$ cat config.mk
export PLATFORM = sky130hd
export DESIGN_NAME = ingress_precedence_classifier
export DESIGN_NICKNAME = d
export VERILOG_FILES = /design/src/hdl/ipc_pkg.sv /design/src/hdl/ingress_precedence_classifier.sv
export SDC_FILE = /design/constraint.sdc
export NUM_CORES = 1
export LEC_CHECK = 0
export BUFFER_PORTS_ARGS = -buffer_cell sky130_fd_sc_hd__buf_4
export CAP_MARGIN = 15
export CELL_PAD_IN_SITES_DETAIL_PLACEMENT = 2
export CELL_PAD_IN_SITES_GLOBAL_PLACEMENT = 2
export CORE_ASPECT_RATIO = 0.9
export CORE_MARGIN = 8
export CORE_UTILIZATION = 43
export DETAILED_ROUTE_END_ITERATION = 6
export PLACE_DENSITY = 0.86
export SETUP_SLACK_MARGIN = 0.1
export SLEW_MARGIN = 20
export SYNTH_ARGS = -nofsm -noshare
export SYNTH_HDL_FRONTEND = slang
export SYNTH_SLANG_ARGS = --single-unit
$ cat constraint.sdc
create_clock -name clk_sys -period 9.2 [get_ports clk_sys]
set_input_delay 0.46 -clock clk_sys [delete_from_list [all_inputs] [get_ports clk_sys]]
set_output_delay 0.46 -clock clk_sys [all_outputs]
set_load 0.05 [all_outputs]
$ cat src/hdl/ipc_pkg.sv
// package for the ingress precedence classifier: widths, reset values, result carriers
// assumes one clock domain and a pipelined header parser upstream
package ipc_pkg;
  localparam int unsigned NUM_ENTRIES = 8;
  localparam int unsigned TOS_W = 8;
  localparam int unsigned PREC_LSB = 5;
  localparam int unsigned PREC_W = 3;
  localparam int unsigned DSCP_W = 6;
  localparam int unsigned CLASS_W = 3;
  localparam int unsigned SUBCLASS_W = 4;
  localparam int unsigned CTR_W = 4;
  localparam int unsigned FILL_W = 8;
  localparam logic [CTR_W-1:0] CTR_NONE = 4'h0;
  localparam logic [CTR_W-1:0] CTR_MAX = 4'h8;
  localparam logic [FILL_W-1:0] THRESH_HIGH_RST = 8'hf0;
  localparam logic [FILL_W-1:0] THRESH_LOW_RST = 8'hc0;
  localparam int unsigned LATENCY_CYCLES = 2;

  typedef enum logic [2:0] {
    CLASS_BEST_EFFORT = 3'b000,
    CLASS_LOW_TWO = 3'b001,
    CLASS_ASSURED = 3'b010,
    CLASS_LOW_ONE = 3'b011,
    CLASS_HIGH_TWO = 3'b100,
    CLASS_EXPEDITED = 3'b101,
    CLASS_HIGH_ONE = 3'b110,
    CLASS_NETWORK = 3'b111
  } ipc_class_t;

  typedef struct packed {
    ipc_class_t trafficClassSel;
    logic [SUBCLASS_W-1:0] subclass;
    logic prioHigh;
    logic [CTR_W-1:0] exceptionCtr;
  } ipc_result_t;

  typedef struct packed {
    logic classSet;
    ipc_class_t trafficClassSel;
    logic [SUBCLASS_W-1:0] subclass;
    logic prioSet;
    logic prioHigh;
    logic [CTR_W-1:0] exceptionCtr;
  } ipc_rule_t;

  typedef struct packed {
    logic valid;
    logic isIpv4;
    logic [TOS_W-1:0] tos;
    ipc_result_t prior;
    logic dscpHit;
    logic dscpClassSet;
    logic dscpPrioSet;
    ipc_result_t dscpRes;
    logic [FILL_W-1:0] queueFill;
  } ipc_pkt_t;

  typedef struct packed {
    logic valid;
    ipc_result_t res;
    logic admit;
    logic statOffered;
    logic statQueue;
  } ipc_out_t;
endpackage

$ cat src/hdl/ingress_precedence_classifier.sv
// ingress precedence classifier: per-packet precedence lookup with inherit semantics
// assumes upstream logic on clk_sys; dscp and flow-match results arrive with the header
// Summary of operation
// - precedence key is tos bits seven to five
// - dscp match result overrides precedence result
// - class replaced only when entry sets one
// - priority replaced only when entry sets one
// - high priority uses higher admission threshold
// - priority used only for admission, then dropped
// - rewriting an entry replaces it entirely
// - eight entries, one per key 0-7
// - entries evaluated lowest key first
// - eight classes plus optional subclass index
// - unknown subclass write is rejected, flagged
// - removed subclass falls back to parent class
// - override selects exception counter 1 to 8
// - later dscp counter override wins
// - offered stat counts every queued packet
// - queue stats only without exception counter
// - deleting an entry takes effect immediately
// - non-ipv4 packets pass unchanged
`timescale 1ns/10ps
`default_nettype none
module ingress_precedence_classifier
  import ipc_pkg::*;
#(
  parameter int unsigned SUBCLASS_COUNT = 16
) (
  input wire logic clk_sys,
  input wire logic arst_n,
  input wire ipc_pkt_t pktIn,
  input wire logic cfgWrite,
  input wire logic cfgDelete,
  input wire logic [PREC_W-1:0] cfgKey,
  input wire ipc_rule_t cfgRule,
  input wire logic [SUBCLASS_W-1:0] subclassRemoveIdx,
  input wire logic subclassRemove,
  input wire logic [SUBCLASS_W-1:0] subclassAddIdx,
  input wire ipc_class_t subclassAddParent,
  input wire logic subclassAdd,
  input wire logic [FILL_W-1:0] threshHigh,
  input wire logic [FILL_W-1:0] threshLow,
  output logic cfgError,
  output logic [NUM_ENTRIES-1:0] entryPresent,
  output ipc_out_t resOut
);

  typedef struct packed {
    logic [NUM_ENTRIES-1:0] present;
    ipc_rule_t [NUM_ENTRIES-1:0] table_;
    logic [SUBCLASS_COUNT-1:0] subValid;
    ipc_class_t [SUBCLASS_COUNT-1:0] subParent;
    ipc_pkt_t s1;
    logic s1Hit;
    ipc_rule_t s1Rule;
    logic cfgError;
    ipc_out_t out;
  } ipc_state_t;

  ipc_state_t st;
  ipc_state_t next_st;

  function automatic logic [PREC_W-1:0] precKey(input logic [TOS_W-1:0] tos);
    precKey = tos[PREC_LSB +: PREC_W];
  endfunction

  // subclass index 0 means none; a stale index collapses to the parent class
  function automatic logic subOk(input logic [SUBCLASS_W-1:0] idx, input ipc_class_t cls,
                                 input logic [SUBCLASS_COUNT-1:0] v,
                                 input ipc_class_t [SUBCLASS_COUNT-1:0] p);
    subOk = (idx == '0) || (v[idx] && p[idx] == cls);
  endfunction

  always_comb begin
    ipc_result_t r;
    logic [PREC_W-1:0] k;
    logic [FILL_W-1:0] thr;
    r = '0;
    k = '0;
    thr = '0;
    next_st = st;
    next_st.cfgError = 1'b0;

    if (subclassAdd) begin
      next_st.subValid[subclassAddIdx] = 1'b1;
      next_st.subParent[subclassAddIdx] = subclassAddParent;
    end
    if (subclassRemove) begin
      next_st.subValid[subclassRemoveIdx] = 1'b0;
    end

    // stage 1: lookup; table read uses next state so a delete or rewrite applies at once
    if (cfgWrite) begin
      if (cfgRule.classSet && !subOk(cfgRule.subclass, cfgRule.trafficClassSel,
                                     st.subValid, st.subParent)) begin
        next_st.cfgError = 1'b1;
      end else if (cfgRule.exceptionCtr > CTR_MAX) begin
        next_st.cfgError = 1'b1;
      end else begin
        next_st.table_[cfgKey] = cfgRule;
        next_st.present[cfgKey] = 1'b1;
      end
    end else if (cfgDelete) begin
      next_st.present[cfgKey] = 1'b0;
    end

    next_st.s1 = pktIn;
    k = precKey(pktIn.tos);
    // keys are distinct, so the ascending scan yields at most one hit
    next_st.s1Hit = 1'b0;
    next_st.s1Rule = '0;
    for (int i = 0; i < NUM_ENTRIES; i++) begin
      if (!next_st.s1Hit && next_st.present[i] && k == PREC_W'(i)) begin
        next_st.s1Hit = pktIn.isIpv4;
        next_st.s1Rule = next_st.table_[i];
      end
    end

    // stage 2: merge results
    r = st.s1.prior;
    if (st.s1Hit) begin
      if (st.s1Rule.classSet) begin
        r.trafficClassSel = st.s1Rule.trafficClassSel;
        r.subclass = st.s1Rule.subclass;
      end
      if (st.s1Rule.prioSet) begin
        r.prioHigh = st.s1Rule.prioHigh;
      end
      if (st.s1Rule.exceptionCtr != CTR_NONE) begin
        r.exceptionCtr = st.s1Rule.exceptionCtr;
      end
    end
    if (st.s1.isIpv4 && st.s1.dscpHit) begin
      if (st.s1.dscpClassSet) begin
        r.trafficClassSel = st.s1.dscpRes.trafficClassSel;
        r.subclass = st.s1.dscpRes.subclass;
      end
      if (st.s1.dscpPrioSet) begin
        r.prioHigh = st.s1.dscpRes.prioHigh;
      end
      if (st.s1.dscpRes.exceptionCtr != CTR_NONE) begin
        r.exceptionCtr = st.s1.dscpRes.exceptionCtr;
      end
    end
    if (!subOk(r.subclass, r.trafficClassSel, st.subValid, st.subParent)) begin
      r.subclass = '0;
    end

    thr = r.prioHigh ? threshHigh : threshLow;
    next_st.out.valid = st.s1.valid;
    next_st.out.res = r;
    next_st.out.res.prioHigh = 1'b0;
    next_st.out.admit = st.s1.valid && (st.s1.queueFill < thr);
    next_st.out.statOffered = st.s1.valid && next_st.out.admit;
    next_st.out.statQueue = st.s1.valid && (r.exceptionCtr == CTR_NONE);
  end

  always_ff @(posedge clk_sys or negedge arst_n) begin
    if (!arst_n) begin
      st <= '0;
    end else begin
      st <= next_st;
    end
  end

  assign cfgError = st.cfgError;
  assign entryPresent = st.present;
  assign resOut = st.out;

endmodule
`default_nettype wire

==> results_dict.tcl <==
set metrics [dict create \
    cts-root-buf "clkbuf_16" \
    dpl_cell_area_sq_um 12900 \
    cts_buffers 28 \
    syn-num-nets 1107 \
    area_growth_pct 15.8 \
    cp-start-kind "flip-flop" \
    hold_start "pktIn[32]" \
    setup_violations 0 \
    cts_setup_buffers 0 \
    cp.arrival_ns 4.91 \
    synth_edf_count 0 \
    wl_per_cell_um 31.5 \
    max_freq_ghz 0.220 \
    grt_setup_unrepaired "no" \
    synthesis.area_sq_um 12000 \
    drv_slew 0 \
    crit_family "compound AO/OA/AOI/OAI gates" \
    drtIter0Drc 778 \
    worstSetupPathDepth 10 \
    worstHoldPathCells 1 \
    r2r-end "st[21]" \
    fillers 2683 \
    die_h_um 174 \
    cts_max_path_buffers 3 \
    p_leak_uw 0.00638 \
    r2r_setup_slack_ns 4.65 \
    status "completed" \
    peakVddDrop_mv 0.140 \
    fin_area_sq_um 13900 \
    r2r-start "st[136]" \
    wirelength_um 46100 \
    num_rows 58 \
    seq_area_sq_um 6280 \
    powerDensity_nw_per_um2 239 \
    num_antenna_cells 0 \
    pin_count 120 \
    vias 9403 \
    synth_ff_type "dfrtp_1" \
    async_reset_ff_frac 1.00 \
    grt_pass1_vias 10744 \
    clock_sinks 251 \
    dieArea_sq_um 33500 \
    postRouteAntennaNets 0 \
    drv_cap 0 \
    critPathCaptureType "flip-flop" \
    yosys_warnings 0 \
    yosys_register_bits 251 \
    clk_pin_slew_ns 0.07 \
    synth_cell_types 74 \
    gp_congestion 0.809 \
    grt_use_total 0.272 \
    via_per_inst 6.42 \
    fin_tns_setup_ns 0 \
    worst_r2r_path_depth 10 \
    grt_pass1_wl_um 69600 \
    clock_skew_ns 0.0126 \
    cts_hold_buf 1 \
    remaining_drc_errors 0 \
    portBuffers 113 \
    hold_viol 0 \
    grt_max_degree 160 \
    grt-ovfl-total 0 \
    clk_latency_ns 0.55 \
    worst_ep_required_time_ns 9.57 \
    whs_endpoint "st[64]" \
    avgSynthCellArea_sq_um 11.9 \
    fin_crit_ns 4.55 \
    cpMaxStageDelayCell "o21ai_2" \
    finalNetCount 1187 \
    crit_type "flip-flop to flip-flop" \
    synth_cells 1005 \
    drive_gt1_frac 0.285 \
    cts_tree "built" \
    path_buf_inv 1 \
    htreeDepth 1 \
    multi_input_area_sq_um 5200 \
    ctsResizeCount 0 \
    hp-class "primary input to flip-flop" \
    dp_hpwl_um 29100 \
    firstDrtPassIters 6 \
    fp.coreArea_sq_um 27700 \
    antenna_found_initial 0 \
    synth-seq-area-share 0.524 \
    post-route-period-util 0.494 \
    die_w_um 192 \
    relSlewSlack 0.268 \
    path_max_fanout 41 \
    crit_chain "mux4_1, a22oi_1, nor2b_1, o31ai_4, o21bai_4, buf_4, o21ai_2, nand4_1, nor2_2, a211oi_1" \
    worstMarginPinSlew_ns 1.09 \
    initial_utilization 0.433 \
    max_stage_delay_ns 0.88 \
]
==> cells by family (layout without fill, tap and decap cells) <==
family | Yosys count | in the layout | synth area share
adders and majority gates | 7 | 7 | 0.00730
muxes | 160 | 160 | 0.179
and+or+nand+nor | 268 | 268 | 0.105
buffers and inverters | 97 | 197 | 0.0443
xor gates and xnor gates | 5 | 5 | 0.00365
other | 1 | 1 | 0.000313
AOI/OAI and AO/OA | 216 | 216 | 0.137
DFF | 251 | 251 | 0.524
==> metal layers <==
| layer | vias up | global-route usage | wire (um) |
|---|---|---|---|
| li1 | 3852 | - | - |
| met1 | 5006 | 0.339 | 18200 |
| met2 | 420 | 0.468 | 23400 |
| met3 | 125 | 0.0457 | 2910 |
| met4 | 0 | 0.0941 | 1620 |
| met5 | - | 0 | 0 |
==> per-stage QoR <==
stage	util	hold WS, ns	total power [uW]	std cells	worst slack (ns)
finish	0.501	0.0188	3310	1465	4.65
global placement	0.467	0.398	2070	1413	4.69
floorplan	-	0.164	1890	1005	6.08
detailed placement	0.467	0.394	2150	1413	4.34
global route	0.501	0.0108	3410	1465	4.64
CTS	0.500	0.000126	3310	1464	4.80
==> worst register-to-register path: cells and delay by family (launching register included) <==
family / cells / cell delay (ns)
AO/OA/AOI/OAI: 5 / 2.03
AND/OR/NAND/NOR: 3 / 1.06
multiplexers: 1 / 0.54
buffers and inverters: 1 / 0.31
flip-flops: 1 / 0.42
==> cell type report <==
| type | instances | area share |
|---|---|---|
| clock buffers | 40 | 0.0589 |
| flip-flops and latches | 251 | 0.452 |
| well taps | 360 | 0.0325 |
| clock inverters | 10 | 0.00559 |
| repair buffers | 123 | 0.0696 |
| multi-input cells | 657 | 0.375 |
| inverters | 24 | 0.00649 |
==> cell usage after synthesis, types with 6 or more instances <==
cell | n | area [sq um]
o221ai_1 | 6 | 52.6
nand3b_1 | 6 | 45.0
inv_1 | 24 | 90.1
dfrtp_1 | 251 | 6280
and3_1 | 11 | 68.8
o21ai_0 | 29 | 145
ha_1 | 7 | 87.6
o22a_1 | 10 | 87.6
a211o_1 | 6 | 52.6
a221oi_1 | 8 | 70.1
o21a_1 | 6 | 45.0
nor2_1 | 50 | 188
buf_4 | 28 | 210
o2bb2ai_1 | 16 | 140
mux2_2 | 89 | 1000
a211oi_1 | 10 | 75.1
buf_2 | 17 | 85.1
nand2b_1 | 11 | 68.8
a22oi_1 | 9 | 67.6
and2_1 | 7 | 43.8
a21oi_1 | 21 | 105
a21o_1 | 8 | 60.1
nand2_1 | 119 | 447
nor2b_1 | 9 | 56.3
nor3_1 | 11 | 55.1
mux2i_1 | 34 | 340
nand3_1 | 18 | 90.1
o22ai_1 | 20 | 125
clkbuf_1 | 21 | 78.8
mux4_2 | 31 | 698
a222oi_1 | 7 | 70.1
a21boi_0 | 11 | 82.6
==> worst max path at each step <==
stage | start | to | slack [ns]
after global placement | cfgRule[7] | st[31] | 4.69
after CTS | st[136] | st[21] | 4.80
after global routing | st[136] | st[21] | 4.64
after detailed placement | cfgRule[7] | st[21] | 4.34
after floorplan | cfgRule[7] | st[28] | 6.08
final | st[136] | st[21] | 4.65
==> report_power, final <==
part,internal [uW],switching [uW]
registers,1320,157
logic,304,405
clock network,642,484
==> layout by cell type, fill, tap and decap left out, drive strengths merged, types with 7 or more instances in the layout <==
cell type	Yosys	routed
dfrtp	251	251
buf	52	122
nand2	119	119
mux2	93	93
nor2	52	52
clkbuf	21	40
mux2i	35	35
o21ai	33	33
mux4	32	32
inv	24	24
a21oi	22	22
o22ai	20	20
nand3	18	18
o2bb2ai	16	16
a21boi	13	13
nor3	12	12
nand2b	11	11
and3	11	11
a211oi	11	11
a22oi	11	11
o22a	10	10
nor2b	9	9
a21o	8	8
a221oi	8	8
clkinv	0	8
and2	7	7
a222oi	7	7
ha	7	7
(Power assumes the default switching activity.)
